==> src/design/drive_status_monitor_params.svh <==
// constants for the drive status monitor
`ifndef DRIVE_STATUS_MONITOR_PARAMS_SVH
`define DRIVE_STATUS_MONITOR_PARAMS_SVH
// ==========================================
// wishbone register offsets (byte addresses)
`define OFS_FREQ_ARR1 8'h00
`define OFS_FREQ_ARR2 8'h04
`define OFS_ZERO_CUR 8'h08
`define OFS_OVER_CUR 8'h0C
`define OFS_CUR_ARR1 8'h10
`define OFS_CUR_ARR2 8'h14
`define OFS_RUN_TIMER 8'h18
`define OFS_ANALOG_LIM 8'h1C
`define OFS_TEMP 8'h20
`define OFS_WAKE 8'h24
`define OFS_HIB 8'h28
`define OFS_FLAGS 8'h2C
`define OFS_REMAIN 8'h30
`define OFS_FREQ_MAX 8'h34
// ==========================================
// field positions
`define POS_WIDTH 16
`define POS_DELAY 16
`define POS_HIGH 16
`define POS_FAN_TEMP 8
`define POS_FAN_MODE 16
`define POS_SRC 16
`define POS_TIMER_EN 18
`define POS_REG_STOP 19
// ==========================================
// reset values (0.01 Hz, 0.1 %, 0.01 s, 0.1 min, 0.01 V, degC, 0.1 s)
`define RST_FREQ_LEVEL 16'h1388
`define RST_FREQ_MAX 16'h1388
`define RST_ZERO_LEVEL 16'h0032
`define RST_ZERO_DELAY 16'h000A
`define RST_OVER_THR 16'h07D0
`define RST_OVER_DELAY 16'h0000
`define RST_CUR_LEVEL 16'h03E8
`define RST_LOW_LIM 16'h0136
`define RST_HIGH_LIM 16'h02A8
`define RST_MOD_TEMP 8'h4B
`define RST_FAN_TEMP 8'h28
// ==========================================
// timing: 250 MHz core clock, 10 ms tick for 0.01 s fields
`define CLK_HZ 250000000
`define TICK_10MS_SEC_DIV 100
`define TICK_10MS_CYCLES (`CLK_HZ / `TICK_10MS_SEC_DIV)
`define TICKS_PER_100MS 10
`define TICKS_PER_6S 600
`define RUN_LIMIT_MAX 16'hFDE8
`endif

==> src/design/drive_status_monitor_pkg.sv <==
// types for the drive status monitor
package drive_status_monitor_pkg;
	typedef struct packed {
		logic [15:0] out_freq;
		logic [15:0] freq_ref;
		logic [15:0] out_current;
		logic [15:0] analog_input_one;
		logic [15:0] analog_input_two;
		logic [15:0] analog_input_three;
		logic [7:0] heatsink_temp;
		logic running;
		logic run_cmd;
		logic start;
		logic pid_ref;
	} measure_t;
	typedef struct packed {
		logic freq_arrival1;
		logic freq_arrival2;
		logic zero_current;
		logic overcurrent;
		logic current_arrival1;
		logic current_arrival2;
		logic timer_reached;
		logic analog_out_of_range;
		logic module_overheat;
		logic fan_on;
		logic hibernating;
		logic stop_request;
		logic regulator_enable;
	} flags_t;
	typedef enum logic [2:0] {
		HIB_RUN = 3'b001,
		HIB_SLEEP = 3'b010,
		HIB_IDLE = 3'b100
	} hib_state_t;
endpackage

==> src/design/drive_status_monitor.sv <==
// drive status monitor: detectors, run timer, fan and hibernate control
// What this block does
// RULE1: frequency arrival when within level plus minus width
// RULE2: two independent frequency arrival detectors
// RULE3: zero current after delay at or below level
// RULE4: overcurrent after delay at threshold; zero disables
// RULE5: current arrival when within level plus minus width
// RULE6: two independent current arrival detectors
// RULE7: run timer stops drive, flags timer reached
// RULE8: timer restarts each start; remaining time readable
// RULE9: limit from setting or analog input, scaled
// RULE10: limit in tenth minutes, up to 6500.0
// RULE11: analog one outside window flags out of range
// RULE12: module overheat at temperature threshold
// RULE13: fan mode zero: run, or stopped and hot
// RULE14: fan mode one: fan always on
// RULE15: hibernate after reference low for delay
// RULE16: wake after reference high for delay
// RULE17: both frequencies zero disables hibernation
// RULE18: software keeps wake at or above hibernate
// RULE19: regulator keeps computing asleep only if selected
// RULE20: delay counters clear when condition drops
// RULE21: window edges inside; outputs low otherwise
`timescale 1ns/1ps
`include "drive_status_monitor_params.svh"
module drive_status_monitor
	import drive_status_monitor_pkg::*;
#(
	parameter int TICK_CYCLES = `TICK_10MS_CYCLES,
	parameter int DELAY_W = 20,
	parameter int RUN_W = 20
) (
	// clock and reset
	input wire logic core_clk,
	input wire logic srst,
	// measurements from the power stage and analog channels
	input wire measure_t meas,
	// wishbone slave
	input wire logic wb_cyc_i,
	input wire logic wb_stb_i,
	input wire logic wb_we_i,
	input wire logic [7:0] wb_adr_i,
	input wire logic [3:0] wb_sel_i,
	input wire logic [31:0] wb_dat_i,
	output logic [31:0] wb_dat_o,
	output logic wb_ack_o,
	// terminal flags and run requests
	output flags_t flags
);
	typedef struct packed {
		logic [15:0] fa1_level, fa1_width, fa2_level, fa2_width, freq_max;
		logic [15:0] zc_level, zc_delay, oc_thr, oc_delay;
		logic [15:0] ca1_level, ca1_width, ca2_level, ca2_width;
		logic [15:0] run_setting;
		logic [1:0] run_src;
		logic run_timer_enable;
		logic regulator_in_stop_select;
		logic [15:0] low_lim, high_lim;
		logic [7:0] mod_temp, fan_temp;
		logic fan_mode;
		logic [15:0] wake_freq, wake_delay, hib_freq, hib_delay;
		logic [31:0] tick_cnt;
		logic tick;
		logic [DELAY_W-1:0] zc_cnt, oc_cnt;
		logic [RUN_W-1:0] hib_cnt;
		logic [RUN_W-1:0] run_ticks;
		logic [15:0] run_elapsed;
		logic [15:0] remaining;
		logic timer_done;
		hib_state_t hib;
		logic [31:0] rdata;
		logic ack;
		flags_t flags;
	} state_t;

	state_t q, d;

	// ==========================================
	// helpers
	function automatic logic in_window(input logic [15:0] val, input logic [15:0] lvl,
		input logic [15:0] wid);
		logic [17:0] lo, hi;
		lo = {2'b00, lvl} - {2'b00, wid};
		hi = {2'b00, lvl} + {2'b00, wid};
		// edges count as inside
		in_window = ($signed(lo) <= $signed({2'b00, val})) && ({2'b00, val} <= hi); // RULE21
	endfunction

	function automatic logic [15:0] pct_of_max(input logic [15:0] pct, input logic [15:0] fmax);
		logic [31:0] p;
		p = 32'(pct) * 32'(fmax);
		pct_of_max = 16'(p / 32'd1000);
	endfunction

	function automatic logic [15:0] wr16(input logic [15:0] old, input logic [31:0] dat,
		input logic [3:0] sel, input logic hi);
		logic [15:0] r;
		r = old;
		if (sel[hi ? 2 : 0]) r[7:0] = hi ? dat[23:16] : dat[7:0];
		if (sel[hi ? 3 : 1]) r[15:8] = hi ? dat[31:24] : dat[15:8];
		wr16 = r;
	endfunction

	// ==========================================
	// arrival windows, one generated comparator per detector
	localparam int N_ARRIVAL = 4;
	logic [15:0] arr_val [N_ARRIVAL];
	logic [15:0] arr_lvl [N_ARRIVAL];
	logic [15:0] arr_wid [N_ARRIVAL];
	wire [N_ARRIVAL-1:0] arr_hit;

	always_comb begin
		// slots 0 and 1 watch output frequency
		arr_val[0] = meas.out_freq;
		arr_val[1] = meas.out_freq;
		// slots 2 and 3 watch output current
		arr_val[2] = meas.out_current;
		arr_val[3] = meas.out_current;
		arr_lvl[0] = q.fa1_level;
		arr_lvl[1] = q.fa2_level;
		arr_lvl[2] = q.ca1_level;
		arr_lvl[3] = q.ca2_level;
		// frequency widths are tenths of a percent of max frequency
		arr_wid[0] = pct_of_max(q.fa1_width, q.freq_max);
		arr_wid[1] = pct_of_max(q.fa2_width, q.freq_max);
		// current widths share the level's units
		arr_wid[2] = q.ca1_width;
		arr_wid[3] = q.ca2_width;
	end

	// separate comparators keep the two sets independent
	for (genvar g = 0; g < N_ARRIVAL; g++) begin
		assign arr_hit[g] = in_window(arr_val[g], arr_lvl[g], arr_wid[g]); // RULE21
	end

	logic [15:0] run_limit;
	logic [15:0] ain_sel;
	logic [31:0] scaled;
	logic zc_cond, oc_cond, hib_low, hib_high, hib_off;
	logic [DELAY_W-1:0] zc_need, oc_need;
	logic [RUN_W-1:0] hib_need_lo, hib_need_hi;
	logic wr, rd;

	always_comb begin
		d = q;
		d.tick = 1'b0;
		d.ack = 1'b0;
		// ==========================================
		// 10 ms tick divider
		if (q.tick_cnt >= 32'(TICK_CYCLES - 1)) begin
			d.tick_cnt = 32'h0;
			d.tick = 1'b1;
		end else begin
			d.tick_cnt = q.tick_cnt + 32'h1;
		end
		// ==========================================
		// frequency and current arrival, two sets each
		d.flags.freq_arrival1 = arr_hit[0]; // RULE1 RULE2
		d.flags.freq_arrival2 = arr_hit[1]; // RULE2
		d.flags.current_arrival1 = arr_hit[2]; // RULE5 RULE6
		d.flags.current_arrival2 = arr_hit[3]; // RULE6
		// ==========================================
		// delay-qualified current detectors
		zc_cond = meas.out_current <= q.zc_level;
		oc_cond = (q.oc_thr != 16'h0) && (meas.out_current >= q.oc_thr); // RULE4
		zc_need = DELAY_W'(q.zc_delay);
		oc_need = DELAY_W'(q.oc_delay);
		if (!zc_cond) begin
			d.zc_cnt = '0; // RULE20
			d.flags.zero_current = 1'b0;
		end else if (q.tick && q.zc_cnt <= zc_need) begin
			d.zc_cnt = q.zc_cnt + DELAY_W'(1);
		end
		if (zc_cond && q.zc_cnt > zc_need) d.flags.zero_current = 1'b1; // RULE3
		if (!oc_cond) begin
			d.oc_cnt = '0; // RULE20
			d.flags.overcurrent = 1'b0;
		end else if (q.tick && q.oc_cnt <= oc_need) begin
			d.oc_cnt = q.oc_cnt + DELAY_W'(1);
		end
		if (oc_cond && (q.oc_cnt > oc_need || q.oc_delay == 16'h0)) d.flags.overcurrent = 1'b1; // RULE4
		// ==========================================
		// analog window, overheat, fan
		d.flags.analog_out_of_range = (meas.analog_input_one > q.high_lim) ||
			(meas.analog_input_one < q.low_lim); // RULE11
		d.flags.module_overheat = meas.heatsink_temp >= q.mod_temp; // RULE12
		if (q.fan_mode) d.flags.fan_on = 1'b1; // RULE14
		else d.flags.fan_on = meas.running || (meas.heatsink_temp > q.fan_temp); // RULE13
		// ==========================================
		// run timer, 0.1 min units from the 10 ms tick
		unique case (q.run_src)
			2'd1: ain_sel = meas.analog_input_one;
			2'd2: ain_sel = meas.analog_input_two;
			2'd3: ain_sel = meas.analog_input_three;
			default: ain_sel = 16'hFFFF;
		endcase
		// full-scale analog maps to one below a nonzero stored setting
		scaled = 32'(ain_sel) * 32'(q.run_setting);
		run_limit = (q.run_src == 2'd0) ? q.run_setting : scaled[31:16]; // RULE9
		if (run_limit > `RUN_LIMIT_MAX) run_limit = `RUN_LIMIT_MAX; // RULE10
		if (meas.start) begin
			d.run_ticks = '0; // RULE8
			d.run_elapsed = 16'h0;
			d.timer_done = 1'b0;
		end else if (q.run_timer_enable && meas.running && q.tick && !q.timer_done) begin
			if (q.run_ticks == RUN_W'(`TICKS_PER_6S - 1)) begin
				d.run_ticks = '0;
				d.run_elapsed = q.run_elapsed + 16'h1; // RULE10
			end else begin
				d.run_ticks = q.run_ticks + RUN_W'(1);
			end
		end
		if (q.run_timer_enable && !meas.start && q.run_elapsed >= run_limit) d.timer_done = 1'b1; // RULE7
		if (!q.run_timer_enable) d.timer_done = 1'b0;
		d.remaining = (q.run_elapsed >= run_limit) ? 16'h0 : run_limit - q.run_elapsed; // RULE8
		d.flags.timer_reached = d.timer_done; // RULE7
		// ==========================================
		// hibernate and wake
		hib_off = (q.hib_freq == 16'h0) && (q.wake_freq == 16'h0); // RULE17
		hib_low = meas.freq_ref <= q.hib_freq;
		hib_high = meas.freq_ref >= q.wake_freq;
		// delays are 0.1 s, tick is 10 ms
		// a whole delay must pass despite tick phase; zero delay acts next cycle
		hib_need_lo = RUN_W'(32'(q.hib_delay) * `TICKS_PER_100MS);
		hib_need_hi = RUN_W'(32'(q.wake_delay) * `TICKS_PER_100MS);
		unique case (q.hib)
			HIB_IDLE: begin
				d.hib_cnt = '0;
				if (meas.running && !hib_off) d.hib = HIB_RUN;
			end
			HIB_RUN: begin
				if (!meas.running || hib_off || !hib_low) begin
					d.hib_cnt = '0; // RULE20
					if (!meas.running || hib_off) d.hib = HIB_IDLE;
				end else if (q.hib_cnt > hib_need_lo || q.hib_delay == 16'h0) begin
					d.hib_cnt = '0;
					d.hib = HIB_SLEEP; // RULE15
				end else if (q.tick) begin
					d.hib_cnt = q.hib_cnt + RUN_W'(1);
				end
			end
			HIB_SLEEP: begin
				if (!meas.run_cmd || hib_off) begin
					d.hib_cnt = '0;
					d.hib = HIB_IDLE;
				end else if (!hib_high) begin
					d.hib_cnt = '0; // RULE20
				end else if (q.hib_cnt > hib_need_hi || q.wake_delay == 16'h0) begin
					d.hib_cnt = '0;
					d.hib = HIB_RUN; // RULE16
				end else if (q.tick) begin
					d.hib_cnt = q.hib_cnt + RUN_W'(1);
				end
			end
			default: d.hib = HIB_IDLE;
		endcase
		d.flags.hibernating = (q.hib == HIB_SLEEP);
		d.flags.stop_request = d.timer_done || (q.hib == HIB_SLEEP); // RULE7
		// pid keeps running asleep only if selected
		d.flags.regulator_enable = !(meas.pid_ref && q.hib == HIB_SLEEP &&
			!q.regulator_in_stop_select); // RULE19
		// ==========================================
		// wishbone slave, one wait state, ack drops after one cycle
		// writes land on the edge at which the master sees ack
		wr = wb_cyc_i && wb_stb_i && wb_we_i && q.ack;
		rd = wb_cyc_i && wb_stb_i && !q.ack;
		if (rd) d.ack = 1'b1;
		if (wr) begin
			unique case (wb_adr_i)
				`OFS_FREQ_ARR1: begin
					d.fa1_level = wr16(q.fa1_level, wb_dat_i, wb_sel_i, 1'b0);
					d.fa1_width = wr16(q.fa1_width, wb_dat_i, wb_sel_i, 1'b1);
				end
				`OFS_FREQ_ARR2: begin
					d.fa2_level = wr16(q.fa2_level, wb_dat_i, wb_sel_i, 1'b0);
					d.fa2_width = wr16(q.fa2_width, wb_dat_i, wb_sel_i, 1'b1);
				end
				`OFS_ZERO_CUR: begin
					d.zc_level = wr16(q.zc_level, wb_dat_i, wb_sel_i, 1'b0);
					d.zc_delay = wr16(q.zc_delay, wb_dat_i, wb_sel_i, 1'b1);
				end
				`OFS_OVER_CUR: begin
					d.oc_thr = wr16(q.oc_thr, wb_dat_i, wb_sel_i, 1'b0);
					d.oc_delay = wr16(q.oc_delay, wb_dat_i, wb_sel_i, 1'b1);
				end
				`OFS_CUR_ARR1: begin
					d.ca1_level = wr16(q.ca1_level, wb_dat_i, wb_sel_i, 1'b0);
					d.ca1_width = wr16(q.ca1_width, wb_dat_i, wb_sel_i, 1'b1);
				end
				`OFS_CUR_ARR2: begin
					d.ca2_level = wr16(q.ca2_level, wb_dat_i, wb_sel_i, 1'b0);
					d.ca2_width = wr16(q.ca2_width, wb_dat_i, wb_sel_i, 1'b1);
				end
				`OFS_RUN_TIMER: begin
					d.run_setting = wr16(q.run_setting, wb_dat_i, wb_sel_i, 1'b0);
					if (wb_sel_i[2]) begin
						d.run_src = wb_dat_i[`POS_SRC+1:`POS_SRC];
						d.run_timer_enable = wb_dat_i[`POS_TIMER_EN];
						d.regulator_in_stop_select = wb_dat_i[`POS_REG_STOP];
					end
				end
				`OFS_ANALOG_LIM: begin
					d.low_lim = wr16(q.low_lim, wb_dat_i, wb_sel_i, 1'b0);
					d.high_lim = wr16(q.high_lim, wb_dat_i, wb_sel_i, 1'b1);
				end
				`OFS_TEMP: begin
					if (wb_sel_i[0]) d.mod_temp = wb_dat_i[7:0];
					if (wb_sel_i[1]) d.fan_temp = wb_dat_i[15:8];
					if (wb_sel_i[2]) d.fan_mode = wb_dat_i[`POS_FAN_MODE];
				end
				`OFS_WAKE: begin
					d.wake_freq = wr16(q.wake_freq, wb_dat_i, wb_sel_i, 1'b0);
					d.wake_delay = wr16(q.wake_delay, wb_dat_i, wb_sel_i, 1'b1);
				end
				`OFS_HIB: begin
					d.hib_freq = wr16(q.hib_freq, wb_dat_i, wb_sel_i, 1'b0);
					d.hib_delay = wr16(q.hib_delay, wb_dat_i, wb_sel_i, 1'b1);
				end
				`OFS_FREQ_MAX: d.freq_max = wr16(q.freq_max, wb_dat_i, wb_sel_i, 1'b0);
				default: ;
			endcase
		end
		// unmapped addresses read zero and still ack
		unique case (wb_adr_i)
			`OFS_FREQ_ARR1: d.rdata = {q.fa1_width, q.fa1_level};
			`OFS_FREQ_ARR2: d.rdata = {q.fa2_width, q.fa2_level};
			`OFS_ZERO_CUR: d.rdata = {q.zc_delay, q.zc_level};
			`OFS_OVER_CUR: d.rdata = {q.oc_delay, q.oc_thr};
			`OFS_CUR_ARR1: d.rdata = {q.ca1_width, q.ca1_level};
			`OFS_CUR_ARR2: d.rdata = {q.ca2_width, q.ca2_level};
			`OFS_RUN_TIMER: d.rdata = {12'h0, q.regulator_in_stop_select, q.run_timer_enable,
				q.run_src, q.run_setting};
			`OFS_ANALOG_LIM: d.rdata = {q.high_lim, q.low_lim};
			`OFS_TEMP: d.rdata = {15'h0, q.fan_mode, q.fan_temp, q.mod_temp};
			`OFS_WAKE: d.rdata = {q.wake_delay, q.wake_freq};
			`OFS_HIB: d.rdata = {q.hib_delay, q.hib_freq};
			`OFS_FLAGS: d.rdata = {19'h0, q.flags};
			`OFS_REMAIN: d.rdata = {16'h0, q.remaining}; // RULE8
			`OFS_FREQ_MAX: d.rdata = {16'h0, q.freq_max};
			default: d.rdata = 32'h0;
		endcase
	end

	always_ff @(posedge core_clk) begin
		if (srst) begin
			q <= '0;
			q.fa1_level <= `RST_FREQ_LEVEL;
			q.fa2_level <= `RST_FREQ_LEVEL;
			q.freq_max <= `RST_FREQ_MAX;
			q.zc_level <= `RST_ZERO_LEVEL;
			q.zc_delay <= `RST_ZERO_DELAY;
			q.oc_thr <= `RST_OVER_THR;
			q.oc_delay <= `RST_OVER_DELAY;
			q.ca1_level <= `RST_CUR_LEVEL;
			q.ca2_level <= `RST_CUR_LEVEL;
			q.low_lim <= `RST_LOW_LIM;
			q.high_lim <= `RST_HIGH_LIM;
			q.mod_temp <= `RST_MOD_TEMP;
			q.fan_temp <= `RST_FAN_TEMP;
			q.hib <= HIB_IDLE;
			q.flags.regulator_enable <= 1'b1;
		end else begin
			q <= d;
		end
	end

	assign wb_dat_o = q.rdata;
	assign wb_ack_o = q.ack;
	assign flags = q.flags;
endmodule

==> config.mk <==
export PLATFORM = sky130hd
export DESIGN_NAME = drive_status_monitor
export DESIGN_NICKNAME = d
export VERILOG_FILES = /design/src/design/drive_status_monitor_pkg.sv /design/src/design/drive_status_monitor.sv
export VERILOG_INCLUDE_DIRS = /design/src /design/src/design
export SDC_FILE = /design/constraint.sdc
export NUM_CORES = 2
export LEC_CHECK = 0
export BUFFER_PORTS_ARGS = -buffer_cell sky130_fd_sc_hd__buf_2
export CORE_ASPECT_RATIO = 1.1
export CORE_MARGIN = 2
export CORE_UTILIZATION = 38
export DETAILED_ROUTE_END_ITERATION = 12
export PLACE_DENSITY = 0.49
export SLEW_MARGIN = 5
export SYNTH_ARGS = -nofsm -noshare
export SYNTH_HDL_FRONTEND = slang
export SYNTH_SLANG_ARGS = --single-unit
==> constraint.sdc <==
create_clock -name core_clk -period 44.5 [get_ports core_clk]
set_input_delay 4.45 -clock core_clk [delete_from_list [all_inputs] [get_ports core_clk]]
set_output_delay 4.45 -clock core_clk [all_outputs]
set_load 0.01 [all_outputs]
==> results.yml <==
sta:
  tightest_slew_ns: 1.19
  drv_slew: 0
  period_needed_ns: 30.15
  max_freq_mhz: 33.2
  holdWs_ns: 0.421
  finClkSkew_ns: 0.0446
  fin_tns_setup_ns: 0
  rsz0062_at_grt: "false"
  relSlewSlack_pct: 20.6
  finalHoldViolCount: 0
  setup_violations: 0
  min_period_over_period_pct: 67.8
critical_path:
  ff2ff_path_depth: 96
  path_common_cell: "a21oi_1"
  crit_path_max_fanout: 18
  crit_required_ns: 45.10
  cp.arrival_ns: 30.75
  slowest_delay_ns: 1.10
  critPathKind: "reg -> reg"
  startpoint_type: "flip-flop"
  worst_setup_path_end_kind: "flip-flop"
  slowest_stage: "dfxtp_1"
clock_network:
  insertion_delay_ns: 0.70
  cts-buffers-inserted: 70
  post_cts_resized: 0
  cts_tree: "yes"
  post_cts_buffers: 0
  cts_num_sinks: 535
  cts_root_buf: "clkbuf_16"
  cts_buffer_depth: 3
  h-tree-depth: 3
  cts_hold_buffers: 0
  path_clk_slew_ns: 0.08
logic_synthesis:
  synth_edf_count: 0
  synthSimpleGateAreaFrac_pct: 21.2
  synth_xor_area_share_pct: 5.04
  muxShareOfSynthArea_pct: 1.52
  async_flop_share_pct: 0
  yosys_warnings: 0
  synth_top_family_by_area: "adder cells"
  ys_seq_elements: 535
  synth_fa_ha_area_share_pct: 30.3
  ys_seq_area_share_pct: 14.5
  syn_inst: 9388
  synthFlopType: "dfxtp_1"
  synth_compound_area_share_pct: 19.3
  avgSynthCellArea_sq_um: 7.85
  synth_area_sq_mm: 0.0737
  ys_types: 151
route:
  ant_nets: 0
  dr.pass1.iters: 9
  wirelength_mm: 286
  vias_per_cell: 5.70
  first_iter_violations: 5950
  vias: 68146
  drc: 0
  wl_per_cell_um: 23.9
die:
  fp.dieH_um: 466
  ios: 203
  row_count: 169
  core_area_sq_mm: 0.193
  die_x_um: 424
  start_util_pct: 38.2
  die_area_sq_mm: 0.197
cells_and_area:
  area.sequential_sq_mm: 0.0107
  multi_input_area_sq_mm: 0.0571
  fillers: 19940
  fin_util_pct: 41.1
  area_growth_pct: 7.63
  nets: 10892
  layout-drive-gt1-share_pct: 7.03
min_path:
  hold_path_depth: 2
  hold_class: "reg -> reg"
job:
  maxCapViolCount: 0
pwr:
  ir_worst_vdd_uv: 32.7
  power.leakage_nw: 35.0
  p_per_area_mw_per_mm2: 15.1
global_routing:
  grt_pass1_vias: 66453
  grt_max_degree: 202
  track_usage_pct: 28.4
  antenna_found_initial: 31
  grt_pass1_wl_mm: 427
  grt_overflow_total: 0
place:
  post-dp-hpwl_mm: 227
  routabilityCongestion: 1.00
  io_buffers: 202
run_status:
  outcome: "finished, final reports clean"
## layout make-up
type	instances	share of cell area [%]
diodes	15	0.0473
clock buffers	96	2.51
clock inverters	29	0.544
inverters	1065	5.04
multi-input cells	7333	71.9
flip-flops and latches	535	13.5
well taps	2565	4.05
repair buffers	314	2.36
## through the flow
| stage | cell area (sq um) | setup slack, ns | cells | power [W] |
|---|---|---|---|---|
| 3_3_place_gp | 76800 | 14.16 | 11812 | 0.000587 |
| 4_1_cts | 79300 | 14.05 | 11937 | 0.00120 |
| 5_1_grt | 79300 | 12.21 | 11946 | 0.00122 |
| 6_report | 79300 | 14.35 | 11952 | 0.00119 |
| 2_1_floorplan | 73700 | 20.42 | 9397 | 0.000543 |
| 3_5_place_dp | 76800 | 14.12 | 11812 | 0.000588 |
## logic make-up (layout without fill, tap and decap cells)
family,after synthesis,count (layout)
buf+inv,1529,1504
flops,535,535
simple gates,3276,3276
other cells,1,25
mux,106,106
xor+xnor,415,415
compound gates,2096,2096
fa+ha+maj,1430,1430
## layout by cell type, fill, tap and decap left out, drive strengths merged, types with 23 or more instances in the layout
| master | n |
|---|---|
| mux2i | 84 |
| and3 | 72 |
| nor2 | 550 |
| nand3 | 150 |
| fa | 592 |
| and2 | 370 |
| nor2b | 85 |
| ha | 824 |
| or2 | 47 |
| dfxtp | 535 |
| buf | 314 |
| nand2 | 1426 |
| o21ai | 322 |
| nor3 | 124 |
| xnor2 | 276 |
| inv | 1072 |
| a211oi | 62 |
| o211a | 23 |
| and4 | 23 |
| or3 | 42 |
| nand2b | 103 |
| a221oi | 78 |
| a211o | 42 |
| nand3b | 52 |
| a21o | 140 |
| a22o | 26 |
| nand4 | 107 |
| o21a | 37 |
| a31oi | 83 |
| a21oi | 749 |
| o21bai | 88 |
| a22oi | 50 |
| clkbuf | 96 |
| o22ai | 36 |
| o211ai | 52 |
| o31ai | 43 |
| xor2 | 138 |
| nor4 | 67 |
## synth_stat cells (23+ instances only)
library cell  count  area [sq um]
a211o_1          41           359
a211oi_1         46           345
a21o_1          139          1040
a21oi_1         740          3700
a221oi_1         75           657
a22o_1           26           228
a22oi_1          50           375
a31oi_1          76           475
and2_1          367          2300
and3_1           72           450
and4_1           23           201
buf_1            25          93.8
buf_2            39           195
buf_4            50           375
clkbuf_1        344          1290
dfxtp_1         535         10700
fa_1            592         11900
ha_1            824         10300
inv_1          1052          3950
mux2i_1          84           841
nand2_1        1422          5340
nand2b_1        103           644
nand3_1         147           736
nand3b_1         52           390
nand4_1         106           663
nor2_1          546          2050
nor2b_1          85           532
nor3_1          121           606
nor4_1           65           407
o211ai_1         47           353
o21a_1           37           278
o21ai_0         280          1400
o21ai_1          32           160
o21bai_1         88           661
o22ai_1          35           219
o31ai_1          36           270
or2_2            38           238
or3_1            40           250
xnor2_1         268          2350
xor2_1          138          1210
## per-layer routing
metal / vias up / routed length [um] / GRT usage (%)
met4: 20 / 17600 / 14.7
met2: 2334 / 131000 / 46.6
met5: - / 135 / 0
li1: 31756 / - / -
met1: 33410 / 119000 / 36.0
met3: 626 / 18000 / 4.24
## final timing paths
check / from / endpoint / slack (ns)
worst max-delay path: q[476] / flags[11] / 14.35
worst min-delay path: q[139] / q[139] / 0.42
worst max register to register: q[476] / flags[11] / 14.35
worst min register to register: q[139] / q[139] / 0.42
## worst max-delay path, delay by kind of cell (launching register included)
kind / cells / cell delay [ns]
flip-flops: 1 / 1.10
AND/OR/NAND/NOR: 20 / 4.69
buffers and inverters: 6 / 0.66
XOR/XNOR: 4 / 1.28
adder cells (fa/ha/maj): 10 / 4.66
multiplexers: 4 / 1.41
AO/OA/AOI/OAI: 52 / 16.16
## registers in the layout, summed over array words and instances, names as in the netlist
register	count
wb_ack_o	1
wb_dat_o	32
arr_lvl	64
oc_need	16
flags	13
arr_wid	32
q	377
## where the power goes
part / total, W / switching (W) / internal (W) / leakage [nW]
registers: 0.000486 / 0.00000485 / 0.000482 / 4.32
clock network: 0.000614 / 0.000260 / 0.000354 / 1.18
logic: 0.0000938 / 0.0000654 / 0.0000284 / 29.5
(Power assumes the default switching activity.)
